$ cat src/hub_cfg_pkg.sv
// Constants for the hub configuration register and its stop grant logic.
// Assumes a dword configuration access port on the system clock.
// Overview of operation
// - Count bus stop grants, then acknowledge on link.
// - Code 000 one grant, 001 two grants.
// - Every thread's stop grant counts separately.
// - Sixteen bit register, resets zero, mixed access.
// - Writable memory frequency select, combined with bus speed.
// - Memory I/O clock runs at twice memory clock.
package hub_cfg_pkg;
	localparam logic [7:0] HUB_CFG_OFFSET = 8'hc6;
	localparam logic [7:0] HUB_CFG_DWORD = 8'hc4;
	localparam logic [15:0] HUB_CFG_RESET = 16'h0000;
	localparam logic [15:0] HUB_CFG_WMASK = 16'he000 | 16'h0c00;
	localparam logic [7:0] HUB_CFG_ADDR_MASK = 8'hfc;
	localparam logic [15:0] HUB_CFG_LOW_PAD = 16'h0000;
	localparam logic [31:0] HUB_CFG_RDATA_IDLE = 32'h0000_0000;
	localparam int SGC_LSB = 13;
	localparam int SGC_W = 3;
	localparam int MFS_LSB = 10;
	localparam int MFS_W = 2;
	localparam int HBS_W = 2;
	localparam int SG_CNT_W = 4;
endpackage : hub_cfg_pkg

$ cat src/stop_grant_counter.sv
// Counts front-side bus stop grants and pulses one hub link acknowledge.
// Assumes stop grant pulses are one cycle wide and on the same clock.
`timescale 1ns/1ps
module stop_grant_counter #(
	parameter int CODE_W = hub_cfg_pkg::SGC_W,
	parameter int CNT_W = hub_cfg_pkg::SG_CNT_W
) (
	input wire logic clk_sys_i,
	input wire logic rst_n_i,
	input wire logic [CODE_W-1:0] count_code_i,
	input wire logic stop_grant_i,
	output logic ack_o
);
	logic [CNT_W-1:0] seen_reg;
	logic [CNT_W-1:0] seen_next;
	logic ack_reg;
	logic ack_next;
	logic [CNT_W-1:0] target;

	// Reserved codes simply extend the linear count; firmware is expected not to use them.
	assign target = CNT_W'(count_code_i) + CNT_W'(1);

	always_comb begin
		seen_next = seen_reg;
		ack_next = 1'b0;
		if (stop_grant_i) begin
			if (seen_reg + CNT_W'(1) >= target) begin
				seen_next = '0;
				ack_next = 1'b1;
			end else begin
				seen_next = seen_reg + CNT_W'(1);
			end
		end
	end

	always_ff @(posedge clk_sys_i or negedge rst_n_i) begin
		if (!rst_n_i) begin
			seen_reg <= '0;
			ack_reg <= 1'b0;
		end else begin
			seen_reg <= seen_next;
			ack_reg <= ack_next;
		end
	end

	assign ack_o = ack_reg;
endmodule : stop_grant_counter

$ cat src/hub_configuration.sv
// Hub configuration register with stop grant acknowledge and memory clock ratio logic.
// Assumes a dword configuration port with byte enables on the system clock; bus speed comes from pins.
`timescale 1ns/1ps
module hub_configuration (
	input wire logic clk_sys_i,
	input wire logic rst_n_i,
	input wire logic [7:0] cfg_addr_i,
	input wire logic [3:0] cfg_be_i,
	input wire logic cfg_wr_i,
	input wire logic cfg_rd_i,
	input wire logic [31:0] cfg_wdata_i,
	output logic [31:0] cfg_rdata_o,
	output logic cfg_rvalid_o,
	input wire logic stop_grant_i,
	output logic hub_link_ack_o,
	input wire logic [hub_cfg_pkg::HBS_W-1:0] host_bus_speed_i,
	output logic [hub_cfg_pkg::HBS_W+hub_cfg_pkg::MFS_W-1:0] memory_rate_o,
	output logic mem_clk_o,
	output logic mem_io_clk_o
);
	localparam int LANE_W = 8;
	localparam int REG_LANES = 2;
	localparam int LANE_BASE = int'(hub_cfg_pkg::HUB_CFG_OFFSET[1:0]);
	localparam int RATE_W = hub_cfg_pkg::HBS_W + hub_cfg_pkg::MFS_W;
	localparam logic [hub_cfg_pkg::SGC_W-1:0] SGC_RESET =
		hub_cfg_pkg::HUB_CFG_RESET[hub_cfg_pkg::SGC_LSB +: hub_cfg_pkg::SGC_W];
	localparam logic [hub_cfg_pkg::MFS_W-1:0] MFS_RESET =
		hub_cfg_pkg::HUB_CFG_RESET[hub_cfg_pkg::MFS_LSB +: hub_cfg_pkg::MFS_W];

	logic [hub_cfg_pkg::SGC_W-1:0] sgc_reg;
	logic [hub_cfg_pkg::SGC_W-1:0] sgc_next;
	logic [hub_cfg_pkg::MFS_W-1:0] mfs_reg;
	logic [hub_cfg_pkg::MFS_W-1:0] mfs_next;
	logic [15:0] cfg_view;
	logic [15:0] wr_merge;
	logic wr_hit;
	logic rd_hit;

	logic [31:0] rdata_reg;
	logic [31:0] rdata_next;
	logic rvalid_reg;
	logic rvalid_next;

	logic [hub_cfg_pkg::HBS_W-1:0] hbs_meta_reg;
	logic [hub_cfg_pkg::HBS_W-1:0] hbs_meta_next;
	logic [hub_cfg_pkg::HBS_W-1:0] hbs_sync_reg;
	logic [hub_cfg_pkg::HBS_W-1:0] hbs_sync_next;

	logic [RATE_W-1:0] rate_reg;
	logic [RATE_W-1:0] rate_next;
	logic io_clk_reg;
	logic io_clk_next;
	logic mem_clk_reg;
	logic mem_clk_next;

	function automatic logic cfg_hit(input logic [7:0] addr);
		cfg_hit = (addr & hub_cfg_pkg::HUB_CFG_ADDR_MASK) == hub_cfg_pkg::HUB_CFG_DWORD;
	endfunction : cfg_hit

	function automatic logic [hub_cfg_pkg::SGC_W-1:0] grant_code(input logic [15:0] value);
		grant_code = value[hub_cfg_pkg::SGC_LSB +: hub_cfg_pkg::SGC_W];
	endfunction : grant_code

	function automatic logic [hub_cfg_pkg::MFS_W-1:0] freq_code(input logic [15:0] value);
		freq_code = value[hub_cfg_pkg::MFS_LSB +: hub_cfg_pkg::MFS_W];
	endfunction : freq_code

	// Reserved bits have no storage at all, so they can never read back anything but zero.
	function automatic logic [15:0] reg_image(
		input logic [hub_cfg_pkg::SGC_W-1:0] code,
		input logic [hub_cfg_pkg::MFS_W-1:0] freq
	);
		logic [15:0] image;
		image = hub_cfg_pkg::HUB_CFG_RESET;
		image[hub_cfg_pkg::SGC_LSB +: hub_cfg_pkg::SGC_W] = code;
		image[hub_cfg_pkg::MFS_LSB +: hub_cfg_pkg::MFS_W] = freq;
		reg_image = image & hub_cfg_pkg::HUB_CFG_WMASK;
	endfunction : reg_image

	assign wr_hit = cfg_wr_i && cfg_hit(cfg_addr_i);
	assign rd_hit = cfg_hit(cfg_addr_i);
	assign cfg_view = reg_image(sgc_reg, mfs_reg);

	// A lane without its byte enable keeps its old contents.
	for (genvar lane = 0; lane < REG_LANES; lane++) begin : g_lane
		assign wr_merge[lane*LANE_W +: LANE_W] = cfg_be_i[LANE_BASE + lane] ?
			cfg_wdata_i[(LANE_BASE + lane)*LANE_W +: LANE_W] :
			cfg_view[lane*LANE_W +: LANE_W];
	end

	always_comb begin
		if (wr_hit) begin
			sgc_next = grant_code(wr_merge);
		end else begin
			sgc_next = sgc_reg;
		end
	end

	always_ff @(posedge clk_sys_i or negedge rst_n_i) begin
		if (!rst_n_i) begin
			sgc_reg <= SGC_RESET;
		end else begin
			sgc_reg <= sgc_next;
		end
	end

	always_comb begin
		if (wr_hit) begin
			mfs_next = freq_code(wr_merge);
		end else begin
			mfs_next = mfs_reg;
		end
	end

	always_ff @(posedge clk_sys_i or negedge rst_n_i) begin
		if (!rst_n_i) begin
			mfs_reg <= MFS_RESET;
		end else begin
			mfs_reg <= mfs_next;
		end
	end

	// A read in the same cycle as a write sees the old value; the data then hold until the next read.
	always_comb begin
		rdata_next = rdata_reg;
		rvalid_next = cfg_rd_i;
		if (cfg_rd_i) begin
			if (rd_hit) begin
				rdata_next = {cfg_view, hub_cfg_pkg::HUB_CFG_LOW_PAD};
			end else begin
				rdata_next = hub_cfg_pkg::HUB_CFG_RDATA_IDLE;
			end
		end
	end

	always_ff @(posedge clk_sys_i or negedge rst_n_i) begin
		if (!rst_n_i) begin
			rdata_reg <= hub_cfg_pkg::HUB_CFG_RDATA_IDLE;
			rvalid_reg <= 1'b0;
		end else begin
			rdata_reg <= rdata_next;
			rvalid_reg <= rvalid_next;
		end
	end

	assign cfg_rdata_o = rdata_reg;
	assign cfg_rvalid_o = rvalid_reg;

	stop_grant_counter #(
		.CODE_W(hub_cfg_pkg::SGC_W),
		.CNT_W(hub_cfg_pkg::SG_CNT_W)
	) u_sg (
		.clk_sys_i(clk_sys_i),
		.rst_n_i(rst_n_i),
		.count_code_i(sgc_reg),
		.stop_grant_i(stop_grant_i),
		.ack_o(hub_link_ack_o)
	);

	// The bus speed comes from pins, so it passes two flip-flops before the rate logic reads it.
	always_comb begin
		hbs_meta_next = host_bus_speed_i;
		hbs_sync_next = hbs_meta_reg;
	end

	always_ff @(posedge clk_sys_i or negedge rst_n_i) begin
		if (!rst_n_i) begin
			hbs_meta_reg <= '0;
			hbs_sync_reg <= '0;
		end else begin
			hbs_meta_reg <= hbs_meta_next;
			hbs_sync_reg <= hbs_sync_next;
		end
	end

	always_comb begin
		rate_next = {hbs_sync_reg, mfs_reg};
	end

	always_ff @(posedge clk_sys_i or negedge rst_n_i) begin
		if (!rst_n_i) begin
			rate_reg <= '0;
		end else begin
			rate_reg <= rate_next;
		end
	end

	always_comb begin
		io_clk_next = ~io_clk_reg;
	end

	always_ff @(posedge clk_sys_i or negedge rst_n_i) begin
		if (!rst_n_i) begin
			io_clk_reg <= 1'b0;
		end else begin
			io_clk_reg <= io_clk_next;
		end
	end

	// The slow clock flips on every other fast edge, so the ratio is fixed by construction.
	always_comb begin
		if (io_clk_reg) begin
			mem_clk_next = ~mem_clk_reg;
		end else begin
			mem_clk_next = mem_clk_reg;
		end
	end

	always_ff @(posedge clk_sys_i or negedge rst_n_i) begin
		if (!rst_n_i) begin
			mem_clk_reg <= 1'b0;
		end else begin
			mem_clk_reg <= mem_clk_next;
		end
	end

	assign memory_rate_o = rate_reg;
	assign mem_io_clk_o = io_clk_reg;
	assign mem_clk_o = mem_clk_reg;
endmodule : hub_configuration

$ cat config.mk
export PLATFORM = sky130hd
export DESIGN_NAME = hub_configuration
export DESIGN_NICKNAME = d
export VERILOG_FILES = /design/src/hub_cfg_pkg.sv /design/src/stop_grant_counter.sv /design/src/hub_configuration.sv
export SDC_FILE = /design/constraint.sdc
export NUM_CORES = 1
export LEC_CHECK = 0
export BUFFER_PORTS_ARGS = -buffer_cell sky130_fd_sc_hd__buf_4
export CAP_MARGIN = 0
export CORE_ASPECT_RATIO = 0.8
export CORE_UTILIZATION = 37
export DETAILED_ROUTE_END_ITERATION = 6
export PLACE_DENSITY = 0.76
export SLEW_MARGIN = 30
export SYNTH_ARGS = -nofsm -noshare
export SYNTH_HDL_FRONTEND = slang
export SYNTH_SLANG_ARGS = --single-unit
export TNS_END_PERCENT = 1
$ cat constraint.sdc
create_clock -name clk_sys_i -period 1.7 [get_ports clk_sys_i]
set_input_delay 0.085 -clock clk_sys_i [delete_from_list [all_inputs] [get_ports clk_sys_i]]
set_output_delay 0.085 -clock clk_sys_i [all_outputs]
set_load 0.05 [all_outputs]
==> impl_metrics.toml, run 1 <==
[worst_setup_path]
path_max_fanout = 4
critical_path.endpoint_type = "flip-flop"
cp.arrival_ns = 1.96
startpoint_type = "flip-flop"
required_ns = 1.91
worstSetupPathType = "reg2reg"

[synth]
synth_edf_count = 0
syn_inst = 111
yosysSeqAreaShare_pct = 49.5
synth_area_leader_cell = "dfrtp_1"
yosys_warnings = 0
synth.avg_cell_area_um2 = 11.8
synth_area_leaders = "dfrtp_1 49%, buf_4 15%, ha_1 5.7%, mux2_4 5.7%, inv_1 2.6%"
synth_seq_cells = 26
synth_top_cell_area_share_pct = 49.5
synthTopCellsByCount = "27 x buf_4, 26 x dfrtp_1, 9 x inv_1"
post-synth-top-count-cell = "buf_4"
synth_top_flop_cell = "dfrtp_1"
synth.distinct_cells = 24
synth_area_um2 = 1320
synthArstFlopShare_pct = 100

[route]
wl_per_cell_um = 11.4
antenna_left = 0
drt_iter0_markers = 24
highest_layer = "met3"
first_pass_iters = 4
routed-wl-met3_um = 146
wirelength_mm = 2.20
wl_met2_mm = 1.22
vias = 853
wl_met1_um = 832
drt-vias-per-instance = 4.40
drc = 0

[cells_and_area]
fin_area_um2 = 1680
fin_nets = 212
largest_reg_flops = 5
drive_above_1_share_pct = 37.0
n_antenna_cell = 0
fillers = 296
stdcell_count = 194
multi_input_area_um2 = 571
area_delta_synth_final_pct = 27.9
ff_latch_area_um2 = 651

[grt]
grt_start_max_net_pins = 27
gr-total-overflow = 0
grt_pass1_wl_mm = 3.69
grt_pass1_vias = 831
antenna_found_initial = 0
grt_use_total_pct = 13.1

[power]
p_comb_share_pct = 36.8
p_total_w = 0.00176
total_leakage_power_nw = 0.866
power_frac_seq_pct = 40.9
switchingPower_w = 0.000618
power_density_nw_per_um2 = 1040
clock_power_share_pct = 22.3
p_int_w = 0.00114
sw_frac_of_total_pct = 35.2
peakVddDrop_uv = 444

[outcome]
violations = "negative setup slack"
status = "complete, but fails checks"

[timing]
finalSetupViolations = 3
layout_setup_ws_ns = -0.0495
fmax_mhz = 572
min_period_ns = 1.75
post-route-period-util_pct = 103
final_hold_viol_count = 0
finalMaxSlewViolations = 0
rsz0062_at_grt = "yes"
skew_ns = 0.00426

[die]
die_w_um = 68.7
die_y_um = 55.3
pin_count = 91
initial_core_util_pct = 40.5
rows = 18
die-area_um2 = 3800
core_um2 = 3240

[clocking]
clk_pin_slew_ns = 0.09
cts_buffers = 3
clock_latency_ns = 0.27
clockBufferDepth = 2
tritoncts = "done"
h-tree-depth = 1
cts_sinks = 26
cts-root-buf = "clkbuf_8"

[hold_path]
hold_path.class = "in2reg"

[placement]
post-place-ws_ns = -0.163
placed_cell_area_um2 = 1520
place_inst = 184
dp_hpwl_mm = 1.66
gp_congestion = 0.667
portBuffers = 31

[flow_run]
timing.max_cap.violations = 0
power by group through the flow:
| stage | logic (W) | registers, W | clock network (W) |
|---|---|---|---|
| finish | 0.000646 | 0.000718 | 0.000392 |
| global route | 0.000702 | 0.000725 | 0.000433 |
| floorplan | 0.000378 | 0.000787 | 0 |
| global placement | 0.000532 | 0.000717 | 0 |
| detailed placement | 0.000557 | 0.000721 | 0 |
| CTS | 0.000596 | 0.000716 | 0.000412 |
routing by layer:
metal / track usage [%] / vias up
met5: 0 / -
met4: 2.68 / 0
met3: 4.55 / 0
met2: 23.0 / 40
met1: 14.9 / 417
li1: - / 396
kinds of logic after synthesis:
group / synth area share [%]
buffers and inverters: 18.3
DFF: 49.5
and+or+nand+nor: 10.8
AOI/OAI and AO/OA: 7.04
adders and majority gates: 5.71
muxes: 5.71
xor gates and xnor gates: 2.66
other: 0.285
per-stage QoR:
step                      hold slack, ns  util [%]  setup TNS (ns)
after detailed placement          0.0179      46.8          -0.582
final                             0.0451      51.9          -0.124
after global placement           0.00403      46.8          -0.309
after floorplan                   -0.211         -         -0.0835
after global routing              0.0347      51.9          -0.528
after CTS                         0.0330      50.5          -0.158
worst max-delay path, stage by stage (launching register included):
cell and delay (ns):
dfrtp_1 0.43, ha_4 0.18, xor2_1 0.14, ha_1 0.22, a211o_1 0.30, a21oi_2 0.22, a31o_2 0.19
cells in the final DEF, fill, tap and decap left out, types with 2 or more instances in the layout:
cell type | synthesis | routed
a31o_2 | 2 | 2
buf_4 | 27 | 36
conb_1 | 1 | 27
dlygate4sd3_1 | 0 | 4
nand2_1 | 6 | 6
inv_1 | 9 | 9
dfrtp_1 | 26 | 26
ha_1 | 6 | 4
xor2_1 | 2 | 2
o22ai_1 | 5 | 5
clkbuf_8 | 0 | 4
mux2_4 | 5 | 5
nor2b_1 | 5 | 5
ha_4 | 0 | 2
nand3_1 | 3 | 2
final timing paths:
check | start | end | slack [ns] | cells past startpoint
setup / recovery | u_sg.seen_reg[1]$_DFFE_PN0P_ | u_sg.seen_reg[1]$_DFFE_PN0P_ | -0.05 | 6
hold / removal | cfg_wdata_i[26] | mfs_reg[0]$_DFFE_PN0P_ | 0.05 | 2
setup reg to reg | u_sg.seen_reg[1]$_DFFE_PN0P_ | u_sg.seen_reg[1]$_DFFE_PN0P_ | -0.05 | 6
hold reg to reg | hbs_sync_reg[0]$_DFF_PN0_ | memory_rate_o[2]$_DFF_PN0_ | 0.35 | 0
max in group asynchronous | rst_n_i | hbs_meta_reg[0]$_DFF_PN0_ | 1.21 | 2
min in group asynchronous | rst_n_i | cfg_rdata_o[27]$_DFFE_PN0P_ | 0.25 | 2
area by class of cell:
type	count	share of cell area, %
Timing Repair Buffer	41	19.1
Sequential cell	26	38.7
Multi-Input combinational cell	74	33.9
Tap cell	40	2.98
Inverter	9	2.01
Clock buffer	4	3.27
what timing repair did:
item,CTS,global route
pin swaps,4,3
setup endpoints to repair,5,5
hold buffers,4,0
resized for setup,3,5
gates cloned,0,0
hold endpoints to repair,29,0
setup buffers,1,1
No activity file was read; power rests on OpenSTA's default activity.
==> run 2, diff against run 1 <==
- CORE_UTILIZATION: 37 -> 41
- PLACE_DENSITY: 0.76 -> 0.8
- clock period: 1.7 -> 1.9 ns (I/O delays scaled with it)
==> impl_metrics.toml, run 2 (same netlist as run 1, synthesis figures left out) <==
[cells_and_area]
area_delta_synth_final_pct = 22.8
utilization_pct = 55.8
n_antenna_cell = 0
largest_reg_flops = 5
drive_above_1_share_pct = 34.4
fin_nets = 209
fillers = 251
mostFrequentLayoutCell = "buf_4"
mostFrequentLayoutCells = "35 x buf_4, 27 x conb_1, 26 x dfrtp_1, 9 x inv_1, 6 x nand2_1"

[clocking]
tritoncts = "done"
cts_sinks = 26
cts_buffers = 3
h-tree-depth = 1
cts-root-buf = "clkbuf_8"
clock_latency_ns = 0.27
clockBufferDepth = 2
clk_pin_slew_ns = 0.09

[grt]
grt_pass1_vias = 825
grt_pass1_wl_mm = 3.64
grt_start_max_net_pins = 27
gr-total-overflow = 0
grt_use_total_pct = 14.3
antenna_found_initial = 0

[power]
peakVddDrop_uv = 331
sw_frac_of_total_pct = 35.0
p_total_w = 0.00151
total_leakage_power_nw = 0.842
p_comb_share_pct = 34.6
p_int_w = 0.000978
power_frac_seq_pct = 42.3
clock_power_share_pct = 23.1
power_density_nw_per_um2 = 932
switchingPower_w = 0.000527

[timing]
finalSetupViolations = 0
min_period_ns = 1.85
rsz0062_at_grt = "yes"
skew_ns = 0.00566
final_hold_viol_count = 0
finalMaxSlewViolations = 0
fmax_mhz = 541
post-route-period-util_pct = 97.3

[placement]
dp_hpwl_mm = 1.68
portBuffers = 31
gp_congestion = 0.736

[worst_setup_path]
ff2ff_path_depth = 6
worstSetupPathType = "reg2reg"
path_max_fanout = 4
r2r-start = "sgc_reg[1]$_DFFE_PN0P_"
required_ns = 2.09
startpoint_type = "flip-flop"
timing.rr.end = "u_sg.seen_reg[2]$_DFFE_PN0P_"
r2r_slack_ns = 0.05
critical_path.endpoint_type = "flip-flop"
crit_start = "sgc_reg[1]$_DFFE_PN0P_"
cp.arrival_ns = 2.04
crit_end = "u_sg.seen_reg[2]$_DFFE_PN0P_"

[route]
drc = 0
antenna_left = 0
first_pass_iters = 4
vias = 849
drt-vias-per-instance = 4.49
drt_iter0_markers = 20
wirelength_mm = 2.17
wl_per_cell_um = 11.5

[die]
initial_core_util_pct = 45.5
core_um2 = 2890
die_y_um = 52.7
die_w_um = 65.3
rows = 17
die-area_um2 = 3440
pin_count = 91

[outcome]
status = "finished, final reports clean"

[hold_path]
hold_path.class = "in2reg"

[flow_run]
timing.max_cap.violations = 0
==> run 2: worst max-delay path, cell delays in order (launching register included) <==
cell and delay (ns):
dfrtp_1 0.42, ha_1 0.29, inv_1 0.04, ha_1 0.26
a211o_1 0.33, a221o_1 0.33, o21ai_1 0.09
==> run 2: what timing repair did <==
item | in CTS | in global routing
pin swaps | 0 | 3
resized for setup | 1 | 3
gates cloned | 0 | 0
endpoints found under the hold margin | 28 | 0
hold buffers | 3 | 0
buffers inserted | 0 | 3
endpoints found under the setup margin | 2 | 1
==> run 2: per-stage QoR <==
step | setup TNS [ns] | hold slack (ns) | instances | cell area (µm²) | worst slack, ns
after floorplan | 0 | -0.201 | 137 | 1410 | 0.167
after global placement | 0 | 0.00988 | 179 | 1490 | 0.0736
after detailed placement | 0 | 0.0201 | 179 | 1490 | 0.0187
after CTS | -0.00383 | 0.00979 | 186 | 1580 | -0.00383
after global routing | -0.0197 | 0.00152 | 189 | 1620 | -0.0197
final | 0 | 0.0109 | 189 | 1620 | 0.0516
==> run 2: power by group through the flow <==
| stage | Clock [W] | Sequential, W | Combinational [W] |
|---|---|---|---|
| 6_report | 0.000347 | 0.000637 | 0.000521 |
| 5_1_grt | 0.000384 | 0.000642 | 0.000559 |
| 4_1_cts | 0.000357 | 0.000637 | 0.000511 |
| 3_5_place_dp | 0 | 0.000648 | 0.000488 |
| 3_3_place_gp | 0 | 0.000644 | 0.000464 |
| 2_1_floorplan | 0 | 0.000704 | 0.000338 |
==> run 2: area by class of cell <==
type	count	area [µm²]	share of cell area, %
sequential	26	651	40.3
multi-input combinational	74	536	33.2
timing repair buffer	38	293	18.1
clock buffer	4	55.1	3.41
tap	38	47.5	2.94
inverter	9	33.8	2.09
==> run 2: worst min-delay path by stage <==
| stage | startpoint | to | depth (start not counted) |
|---|---|---|---|
| 6_report | cfg_rd_i | cfg_rvalid_o$_DFF_PN0_ | 1 |
| 5_1_grt | cfg_rd_i | cfg_rvalid_o$_DFF_PN0_ | 1 |
| 4_1_cts | cfg_rd_i | cfg_rvalid_o$_DFF_PN0_ | 1 |
| 3_5_place_dp | rst_n_i | cfg_rvalid_o$_DFF_PN0_ | 1 |
| 3_3_place_gp | rst_n_i | cfg_rvalid_o$_DFF_PN0_ | 1 |
| 2_1_floorplan | rst_n_i | cfg_rdata_o[26]$_DFFE_PN0P_ | 0 |
==> run 2: layer usage <==
layer  track usage [%]  vias up  part of all wire [%]
met4              5.43        0                   1.8
met5                 0        -                     0
met3              2.61        7                   5.8
li1                  -      392                     -
met1              14.9      404                    36
met2              28.5       46                    56
